File: src/remap_out_pkg.sv
// Package with register map, field layout and encodings of the output remapping unit
package remap_out_pkg;

	// ------------------------------------------------------------
	// Register map (byte addresses, one aligned word per register)
	// ------------------------------------------------------------
	localparam int          NUM_REGS       = 8;
	localparam int          NUM_PINS       = 16;
	localparam int          ADDR_W         = 6;
	localparam logic [5:0]  OUT_MAP_BASE   = 6'h00;
	localparam logic [5:0]  OUT_MAP_LAST   = 6'h1c;
	localparam int          REG_IDX_LSB    = 2;

	// ------------------------------------------------------------
	// Field layout
	// ------------------------------------------------------------
	localparam int          SEL_W          = 5;
	localparam int          EVEN_LSB       = 0;
	localparam int          ODD_LSB        = 8;
	localparam logic [SEL_W-1:0] SEL_RESET = 5'h00;
	localparam logic [31:0] IMPL_MASK      = 32'h00001f1f;

	// ------------------------------------------------------------
	// Function codes and bus answers
	// ------------------------------------------------------------
	localparam int          NUM_FUNCS      = 32;
	localparam logic [31:0] FUNC_IMPL_DFLT = 32'h000007fe;
	localparam logic [1:0]  RESP_OKAY      = 2'h0;
	localparam logic [1:0]  RESP_SLVERR    = 2'h2;

	typedef logic [SEL_W-1:0] sel_t;

endpackage

File: src/pin_route.sv
// One remappable pin: picks a peripheral output or falls back to port control
`timescale 1ns/100ps
module pin_route
	import remap_out_pkg::*;
(
	input  wire logic                 aclk,
	input  wire logic                 aresetn,
	input  wire logic [4:0]           sel,
	input  wire logic [NUM_FUNCS-1:0] func_impl,
	input  wire logic [NUM_FUNCS-1:0] periph_out,
	input  wire logic [NUM_FUNCS-1:0] periph_oe,
	input  wire logic                 port_out,
	input  wire logic                 port_oe,
	output logic                      pin_out,
	output logic                      pin_oe,
	output logic                      pin_mapped
);

	logic nxt_out;
	logic nxt_oe;
	logic nxt_mapped;

	// Unimplemented code leaves the pin to the general-purpose port
	always_comb begin
		nxt_mapped = func_impl[sel];
		nxt_out    = nxt_mapped ? periph_out[sel] : port_out;
		nxt_oe     = nxt_mapped ? periph_oe[sel] : port_oe;
	end

	// Registered driver keeps pin data glitch free when the selection changes
	always_ff @(posedge aclk) begin
		if (!aresetn) begin
			pin_out    <= 1'b0;
			pin_oe     <= 1'b0;
			pin_mapped <= 1'b0;
		end else begin
			pin_out    <= nxt_out;
			pin_oe     <= nxt_oe;
			pin_mapped <= nxt_mapped;
		end
	end

endmodule

File: src/remappable_output_select.sv
// Output side of the peripheral-to-pin remapping unit with its AXI4-Lite register slave
//
// Decided for this implementation: the address map and register access over AXI4-Lite.
`timescale 1ns/100ps
// Overview of operation
// Bits 12 to 8 of each select register choose the function driving the odd pin of its pair.
// Bits 4 to 0 of each select register choose the function driving the even pin of its pair.
// Eight registers cover pins 0 to 15 in ascending pairs, register n holding pins 2n and 2n+1.
// Bits 15 to 13 read as zero and ignore writes.
// Bits 7 to 5 read as zero and ignore writes.
// All selection bits are read/write and read back the last value written.
// Reset clears every selection field to function code zero.
// A code naming no implemented function leaves the pin under ordinary port control.
module remappable_output_select
	import remap_out_pkg::*;
#(
	parameter logic [NUM_FUNCS-1:0] FUNC_IMPL = FUNC_IMPL_DFLT
)
(
	input  wire logic                 aclk,
	input  wire logic                 aresetn,
	// AXI4-Lite write address
	input  wire logic [ADDR_W-1:0]    s_axi_awaddr,
	input  wire logic [2:0]           s_axi_awprot,
	input  wire logic                 s_axi_awvalid,
	output logic                      s_axi_awready,
	// AXI4-Lite write data
	input  wire logic [31:0]          s_axi_wdata,
	input  wire logic [3:0]           s_axi_wstrb,
	input  wire logic                 s_axi_wvalid,
	output logic                      s_axi_wready,
	// AXI4-Lite write response
	output logic [1:0]                s_axi_bresp,
	output logic                      s_axi_bvalid,
	input  wire logic                 s_axi_bready,
	// AXI4-Lite read address
	input  wire logic [ADDR_W-1:0]    s_axi_araddr,
	input  wire logic [2:0]           s_axi_arprot,
	input  wire logic                 s_axi_arvalid,
	output logic                      s_axi_arready,
	// AXI4-Lite read data
	output logic [31:0]               s_axi_rdata,
	output logic [1:0]                s_axi_rresp,
	output logic                      s_axi_rvalid,
	input  wire logic                 s_axi_rready,
	// Peripheral side
	input  wire logic [NUM_FUNCS-1:0] periph_out,
	input  wire logic [NUM_FUNCS-1:0] periph_oe,
	input  wire logic [NUM_PINS-1:0]  port_out,
	input  wire logic [NUM_PINS-1:0]  port_oe,
	// Pin drivers
	output logic [NUM_PINS-1:0]       remappable_pin_out,
	output logic [NUM_PINS-1:0]       remappable_pin_oe,
	output logic [NUM_PINS-1:0]       remappable_pin_mapped
);

	// ------------------------------------------------------------
	// Helpers
	// ------------------------------------------------------------

	// Maps a byte address to a register index, flags unmapped offsets
	function automatic logic addr_hit(input logic [ADDR_W-1:0] a);
		addr_hit = (a >= OUT_MAP_BASE) && (a <= OUT_MAP_LAST) && (a[REG_IDX_LSB-1:0] == '0);
	endfunction

	function automatic logic [2:0] addr_idx(input logic [ADDR_W-1:0] a);
		addr_idx = a[REG_IDX_LSB+2:REG_IDX_LSB];
	endfunction

	// ------------------------------------------------------------
	// State
	// ------------------------------------------------------------
	typedef enum logic [1:0] {
		WR_IDLE = 2'b00,
		WR_GOT_A = 2'b01,
		WR_GOT_D = 2'b10,
		WR_RESP = 2'b11
	} wr_state_t;

	wr_state_t        wr_state_ff;
	wr_state_t        nxt_wr_state;
	logic [ADDR_W-1:0] awaddr_ff;
	logic [31:0]      wdata_ff;
	logic [3:0]       wstrb_ff;
	logic             bvalid_ff;
	logic [1:0]       bresp_ff;
	logic             rvalid_ff;
	logic [31:0]      rdata_ff;
	logic [1:0]       rresp_ff;
	sel_t             even_sel_ff [NUM_REGS];
	sel_t             odd_sel_ff  [NUM_REGS];
	logic             aw_hs;
	logic             w_hs;
	logic             do_write;
	logic [ADDR_W-1:0] wr_addr;
	logic [31:0]      wr_data;
	logic [3:0]       wr_strb;

	// ------------------------------------------------------------
	// Write channel: address and data taken in either order
	// ------------------------------------------------------------

	// Ready only while that half is still missing, so each is taken once
	always_comb begin
		s_axi_awready = (wr_state_ff == WR_IDLE) || (wr_state_ff == WR_GOT_D);
		s_axi_wready  = (wr_state_ff == WR_IDLE) || (wr_state_ff == WR_GOT_A);
		aw_hs         = s_axi_awvalid && s_axi_awready;
		w_hs          = s_axi_wvalid && s_axi_wready;
	end

	// Write fires when the second half arrives, merging held and fresh halves
	always_comb begin
		wr_addr  = (wr_state_ff == WR_GOT_A) ? awaddr_ff : s_axi_awaddr;
		wr_data  = (wr_state_ff == WR_GOT_D) ? wdata_ff : s_axi_wdata;
		wr_strb  = (wr_state_ff == WR_GOT_D) ? wstrb_ff : s_axi_wstrb;
		do_write = 1'b0;
		case (wr_state_ff)
			WR_IDLE:  do_write = aw_hs && w_hs;
			WR_GOT_A: do_write = w_hs;
			WR_GOT_D: do_write = aw_hs;
			default:  do_write = 1'b0;
		endcase
	end

	// Write sequencing
	always_comb begin
		nxt_wr_state = wr_state_ff;
		case (wr_state_ff)
			WR_IDLE: begin
				if (aw_hs && w_hs)
					nxt_wr_state = WR_RESP;
				else if (aw_hs)
					nxt_wr_state = WR_GOT_A;
				else if (w_hs)
					nxt_wr_state = WR_GOT_D;
			end
			WR_GOT_A: begin
				if (w_hs)
					nxt_wr_state = WR_RESP;
			end
			WR_GOT_D: begin
				if (aw_hs)
					nxt_wr_state = WR_RESP;
			end
			WR_RESP: begin
				if (s_axi_bready)
					nxt_wr_state = WR_IDLE;
			end
			default: nxt_wr_state = WR_IDLE;
		endcase
	end

	always_ff @(posedge aclk) begin
		if (!aresetn)
			wr_state_ff <= WR_IDLE;
		else
			wr_state_ff <= nxt_wr_state;
	end

	// Hold whichever half came first
	always_ff @(posedge aclk) begin
		if (!aresetn) begin
			awaddr_ff <= '0;
			wdata_ff  <= '0;
			wstrb_ff  <= '0;
		end else begin
			if (aw_hs)
				awaddr_ff <= s_axi_awaddr;
			if (w_hs) begin
				wdata_ff <= s_axi_wdata;
				wstrb_ff <= s_axi_wstrb;
			end
		end
	end

	// Write response; unmapped offsets answer SLVERR
	always_ff @(posedge aclk) begin
		if (!aresetn) begin
			bvalid_ff <= 1'b0;
			bresp_ff  <= RESP_OKAY;
		end else if (do_write) begin
			bvalid_ff <= 1'b1;
			bresp_ff  <= addr_hit(wr_addr) ? RESP_OKAY : RESP_SLVERR;
		end else if (s_axi_bready) begin
			bvalid_ff <= 1'b0;
		end
	end

	assign s_axi_bvalid = bvalid_ff;
	assign s_axi_bresp  = bresp_ff;

	// ------------------------------------------------------------
	// Selection registers
	// ------------------------------------------------------------

	// Only implemented bits store; byte lanes follow wstrb, upper lanes hold nothing
	always_ff @(posedge aclk) begin
		if (!aresetn) begin
			for (int i = 0; i < NUM_REGS; i++) begin
				even_sel_ff[i] <= SEL_RESET;
				odd_sel_ff[i]  <= SEL_RESET;
			end
		end else if (do_write && addr_hit(wr_addr)) begin
			if (wr_strb[0])
				even_sel_ff[addr_idx(wr_addr)] <= wr_data[EVEN_LSB +: SEL_W];
			if (wr_strb[1])
				odd_sel_ff[addr_idx(wr_addr)] <= wr_data[ODD_LSB +: SEL_W];
		end
	end

	// ------------------------------------------------------------
	// Read channel
	// ------------------------------------------------------------

	// One read in flight; arready drops while the answer waits
	assign s_axi_arready = !rvalid_ff;

	always_ff @(posedge aclk) begin
		if (!aresetn) begin
			rvalid_ff <= 1'b0;
			rdata_ff  <= '0;
			rresp_ff  <= RESP_OKAY;
		end else if (s_axi_arvalid && !rvalid_ff) begin
			rvalid_ff <= 1'b1;
			if (addr_hit(s_axi_araddr)) begin
				// Unimplemented bits 15:13, 7:5 and the upper half read as zero
				rdata_ff <= ({19'h0, odd_sel_ff[addr_idx(s_axi_araddr)], 3'h0,
					even_sel_ff[addr_idx(s_axi_araddr)]}) & IMPL_MASK;
				rresp_ff <= RESP_OKAY;
			end else begin
				rdata_ff <= '0;
				rresp_ff <= RESP_SLVERR;
			end
		end else if (s_axi_rready) begin
			rvalid_ff <= 1'b0;
		end
	end

	assign s_axi_rvalid = rvalid_ff;
	assign s_axi_rdata  = rdata_ff;
	assign s_axi_rresp  = rresp_ff;

	// ------------------------------------------------------------
	// Pin routing: register n drives pins 2n and 2n+1
	// ------------------------------------------------------------
	for (genvar n = 0; n < NUM_REGS; n++) begin : g_pair
		pin_route u_even (
			.aclk       (aclk),
			.aresetn    (aresetn),
			.sel        (even_sel_ff[n]),
			.func_impl  (FUNC_IMPL),
			.periph_out (periph_out),
			.periph_oe  (periph_oe),
			.port_out   (port_out[2*n]),
			.port_oe    (port_oe[2*n]),
			.pin_out    (remappable_pin_out[2*n]),
			.pin_oe     (remappable_pin_oe[2*n]),
			.pin_mapped (remappable_pin_mapped[2*n])
		);
		pin_route u_odd (
			.aclk       (aclk),
			.aresetn    (aresetn),
			.sel        (odd_sel_ff[n]),
			.func_impl  (FUNC_IMPL),
			.periph_out (periph_out),
			.periph_oe  (periph_oe),
			.port_out   (port_out[2*n+1]),
			.port_oe    (port_oe[2*n+1]),
			.pin_out    (remappable_pin_out[2*n+1]),
			.pin_oe     (remappable_pin_oe[2*n+1]),
			.pin_mapped (remappable_pin_mapped[2*n+1])
		);
	end

	// ------------------------------------------------------------
	// Assertions
	// ------------------------------------------------------------
	// Selection word as it stood when the read address was offered
	logic [31:0] rd_hold_ff;
	always_ff @(posedge aclk) begin
		rd_hold_ff <= {19'h0, odd_sel_ff[addr_idx(s_axi_araddr)], 3'h0, even_sel_ff[addr_idx(s_axi_araddr)]};
	end

	// Any selection field left nonzero; one term covers every pair after reset
	logic sel_any_set;
	always_comb begin
		sel_any_set = 1'b0;
		for (int i = 0; i < NUM_REGS; i++) begin
			sel_any_set = sel_any_set | (|even_sel_ff[i]) | (|odd_sel_ff[i]);
		end
	end
endmodule

File: config.mk
export PLATFORM = sky130hd
export DESIGN_NAME = remappable_output_select
export DESIGN_NICKNAME = d
export VERILOG_FILES = /design/src/remap_out_pkg.sv /design/src/pin_route.sv /design/src/remappable_output_select.sv
export SDC_FILE = /design/constraint.sdc
export NUM_CORES = 1
export LEC_CHECK = 0
export BUFFER_PORTS_ARGS = -buffer_cell sky130_fd_sc_hd__buf_2
export CORE_UTILIZATION = 30
export CTS_CLUSTER_SIZE = 20
export DETAILED_ROUTE_END_ITERATION = 10
export PLACE_DENSITY = 0.61
export SYNTH_ARGS = -nofsm -noshare
export SYNTH_HDL_FRONTEND = slang
export SYNTH_SLANG_ARGS = --single-unit
File: constraint.sdc
create_clock -name aclk -period 2.57 [get_ports aclk]
set_clock_uncertainty 0.1 [all_clocks]
set_input_delay 0.771 -clock aclk [delete_from_list [all_inputs] [get_ports aclk]]
set_output_delay 0.771 -clock aclk [all_outputs]
set_load 0.02 [all_outputs]
==> results.sh <==
export IMPL_status="completed"
export IMPL_dieWidth_um=195
export IMPL_finalHoldViolCount=0
export IMPL_hold_class="reg -> reg"
export IMPL_total_leakage_power_nw=4.77
export IMPL_power_per_cell_area_nw_per_um2=638
export IMPL_setup_worst_path_start_class="flop"
export IMPL_layout_nets=1382
export IMPL_synth_sequential_area_ratio=0.362
export IMPL_yosysTopAreaCellShare=0.215
export IMPL_post_synth_xor_area_fraction=0
export IMPL_ant_nets=0
export IMPL_drt_first_pass_iters=5
export IMPL_first_global_vias=8934
export IMPL_drc=0
export IMPL_ys_seq_elements=162
export IMPL_port_buffer_cells=153
export IMPL_rows=70
export IMPL_post_synth_instance_area_um2=11200
export IMPL_place_congestion=0.876
export IMPL_detail_route_iter0_violations=932
export IMPL_yosys_most_used_dff="sky130_fd_sc_hd__dfxtp_1"
export IMPL_htree_num_levels=4
export IMPL_synth_async_reset_ratio=0
export IMPL_synth_compound_area_frac=0.172
export IMPL_grt_usage=0.188
export IMPL_post_route_worst_setup_slack_ns=0.0763
export IMPL_timing_slew_headroom=0.387
export IMPL_gr_total_overflow=0
export IMPL_synth_edff_count=80
export IMPL_worst_slew_pin_transition_ns=0.917
export IMPL_yosys_area_share_simple=0.164
export IMPL_placed_cells_incl_taps=1669
export IMPL_synth_cell_type_count=73
export IMPL_tritoncts_num_sinks=162
export IMPL_pwr_total_mw=8.21
export IMPL_antenna_violations_before_repair=2
export IMPL_post_detailed_route_wirelength_per_cell_um=21.1
export IMPL_max_clock_path_buffers=2
export IMPL_cts_root_buffer="sky130_fd_sc_hd__clkbuf_16"
export IMPL_initial_standard_cell_utilization_of_the_core=0.305
export IMPL_post_layout_nonfiller_instances=1701
export IMPL_cts_repair_timing_setup_buffer_count=0
export IMPL_final_layout_fill_cell_count=3701
export IMPL_vdd_drop_max_uv=722
export IMPL_area_growth_syn_to_layout_pct=15.2
export IMPL_hpwlAfterDp_mm=25.9
export IMPL_yosys_mux_area_fraction=0.192
export IMPL_timing_hold_worst_path_depth=2
export IMPL_clkTransAtPathRegs_ns=0.07
export IMPL_maxCapViolations=0
export IMPL_routed_wl_mm=35.9
export IMPL_synth_top_cell_by_area="sky130_fd_sc_hd__edfxtp_1"
export IMPL_fin_crit_ns=2.49
export IMPL_place_worst_setup_slack_ns=-0.194
export IMPL_antenna_cells=0
export IMPL_worst_hold_slack_ns=0.355
export IMPL_cp_data_arrival_time_ns=1.62
export IMPL_r2r_cells=6
export IMPL_placeableCoreArea_um2=36600
export IMPL_routed_via_density=5.63
export IMPL_die_area_um2=38000
export IMPL_fmax_ghz=0.401
export IMPL_maximum_number_of_pins_on_one_net_before_global_route_repair=63
export IMPL_mean_instance_size_in_the_synthesized_netlist_um2=9.84
export IMPL_die_height_um=195
export IMPL_cp_max_fo=6
export IMPL_cp_end_kind="primary output"
export IMPL_timing_max_transition_violations_final=0
export IMPL_rsz_0062_raised_after_global_routing="no"
export IMPL_count_of_hold_fix_buffers_inserted_at_cts=0
export IMPL_tritoncts="built"
export IMPL_main_combinational_cell_family_by_area_after_synthesis="multiplexers"
export IMPL_wire_length_of_the_first_global_routing_pass_mm=54.3
export IMPL_cts_buffers=17
export IMPL_drive_gt1_frac=0.315
export IMPL_critPathRequiredTime_ns=1.70
export IMPL_layout_worst_path_cycle_share=0.970
export IMPL_detailroute_via_count=9585
export IMPL_post_synth_fa_ha_maj_area_fraction=0.00560
export IMPL_insertion_delay_ns=0.44
export IMPL_post_synth_main_area_contributors="sky130_fd_sc_hd__edfxtp_1, sky130_fd_sc_hd__dfxtp_1, sky130_fd_sc_hd__mux4_2"
export IMPL_synthesis_instances=1135
export IMPL_top_level_ports=246
export IMPL_setup_viol=0
export IMPL_yosys_warnings=0
export IMPL_worstSetupPathType="reg -> out"
## layer usage
layer,up-vias,track usage,part of all wire
met2,511,0.289,0.44
met5,-,0,0.00053
met3,76,0.0418,0.093
met1,4577,0.259,0.44
li1,4417,-,-
met4,4,0.0615,0.027
## synthesized netlist by cell type (4+ instances only)
master,n
sky130_fd_sc_hd__nand2b_1,15
sky130_fd_sc_hd__mux2i_1,71
sky130_fd_sc_hd__nand2_1,65
sky130_fd_sc_hd__inv_1,21
sky130_fd_sc_hd__nor2b_1,33
sky130_fd_sc_hd__edfxtp_1,80
sky130_fd_sc_hd__nor3_1,105
sky130_fd_sc_hd__buf_6,8
sky130_fd_sc_hd__a21o_1,18
sky130_fd_sc_hd__mux2_2,43
sky130_fd_sc_hd__nand4_4,4
sky130_fd_sc_hd__o211ai_1,15
sky130_fd_sc_hd__buf_4,74
sky130_fd_sc_hd__nor4_1,20
sky130_fd_sc_hd__o22a_1,10
sky130_fd_sc_hd__nor2_1,32
sky130_fd_sc_hd__o21ai_0,26
sky130_fd_sc_hd__or3b_2,8
sky130_fd_sc_hd__buf_2,20
sky130_fd_sc_hd__a2bb2oi_1,4
sky130_fd_sc_hd__nor3b_1,7
sky130_fd_sc_hd__a211oi_1,37
sky130_fd_sc_hd__o22ai_1,11
sky130_fd_sc_hd__dfxtp_1,82
sky130_fd_sc_hd__buf_1,8
sky130_fd_sc_hd__a31oi_1,8
sky130_fd_sc_hd__o221ai_1,12
sky130_fd_sc_hd__a21oi_1,49
sky130_fd_sc_hd__nand3_1,8
sky130_fd_sc_hd__a32o_1,11
sky130_fd_sc_hd__nand3b_1,7
sky130_fd_sc_hd__clkbuf_1,83
sky130_fd_sc_hd__mux4_2,42
sky130_fd_sc_hd__a221oi_1,10
sky130_fd_sc_hd__a2111oi_0,12
sky130_fd_sc_hd__and2_1,14
sky130_fd_sc_hd__ha_1,5
## power by group
part | internal, mW | switching [mW] | leakage (nW)
clock | 1.56 | 1.15 | 0.294
combinational | 0.948 | 1.44 | 2.98
sequential | 2.90 | 0.200 | 1.50
## timing repair
action                     in CTS  in global routing
pin swaps                       0                  0
resized for setup               2                  4
setup endpoints to repair       2                 64
cloned                          0                  0
## metrics by stage
stage          TNS [ns]  utilization  instance area (µm²)
5_1_grt               0        0.352                12900
6_report              0        0.352                12900
3_5_place_dp     -11.76        0.334                12200
3_3_place_gp      -9.16        0.334                12200
2_1_floorplan    -0.772            -                11300
4_1_cts               0        0.351                12900
## path summary, 6_finish.rpt
kind	startpoint	to	slack (ns)
setup / recovery	wr_state_ff[1]	s_axi_awready	0.08
hold / removal	wdata_ff[12]	wdata_ff[12]	0.35
setup reg to reg	wr_state_ff[1]	even_sel_ff[6][2]	0.11
hold reg to reg	wdata_ff[12]	wdata_ff[12]	0.35
## logic make-up (layout without fill, tap and decap cells)
logic type | Yosys count | count (layout)
AO/OA/AOI/OAI | 263 | 263
adder cells (fa/ha/maj) | 5 | 5
buffers and inverters | 215 | 290
flip-flops | 162 | 162
multiplexers | 156 | 156
other | 1 | 24
AND/OR/NAND/NOR | 333 | 333
## state kept, by name, summed over array words and instances, names as in the netlist
register                  cells
wstrb_ff                      2
g_pair.u_odd.pin_mapped       8
g_pair.u_even.pin_out         8
g_pair.u_even.pin_oe          8
wdata_ff                     10
g_pair.u_odd.pin_out          8
s_axi_rresp                   1
s_axi_rdata                  10
even_sel_ff                  40
s_axi_bvalid                  1
g_pair.u_odd.pin_oe           8
s_axi_rvalid                  1
odd_sel_ff                   40
wr_state_ff                   2
g_pair.u_even.pin_mapped      8
s_axi_bresp                   1
awaddr_ff                     6
## area by class of cell
type	count	area, µm²	area share
Tap cell	468	586	0.0455
Sequential cell	162	4050	0.314
Clock inverter	14	190	0.0148
Clock buffer	18	429	0.0333
Inverter	22	82.6	0.00642
Multi-Input combinational cell	781	6100	0.474
Timing Repair Buffer	236	1440	0.112
## placed cells by master, fill, tap and decap left out, drive strengths merged, types with 8 or more instances in the layout
master,n
buf,236
nor3,105
dfxtp,82
edfxtp,80
mux2i,71
nand2,65
a21oi,49
mux2,43
mux4,42
a211oi,37
nor2b,33
nor2,32
inv,28
o21ai,26
conb,24
nor4,20
a21o,18
clkbuf,18
nand2b,15
o211ai,15
and2,14
a2111oi,13
o22ai,13
o221ai,12
a32o,11
o22a,10
a221oi,10
or3b,8
nand3,8
a31oi,8
## worst max-delay path, cell delays in order, from the launching register on
cell and delay, ns:
sky130_fd_sc_hd__dfxtp_2 0.34, sky130_fd_sc_hd__inv_1 0.06, sky130_fd_sc_hd__buf_4 0.14, sky130_fd_sc_hd__ha_2 0.19
sky130_fd_sc_hd__or2_2 0.28, sky130_fd_sc_hd__buf_2 0.16
No activity file was read; power rests on OpenSTA's default activity.
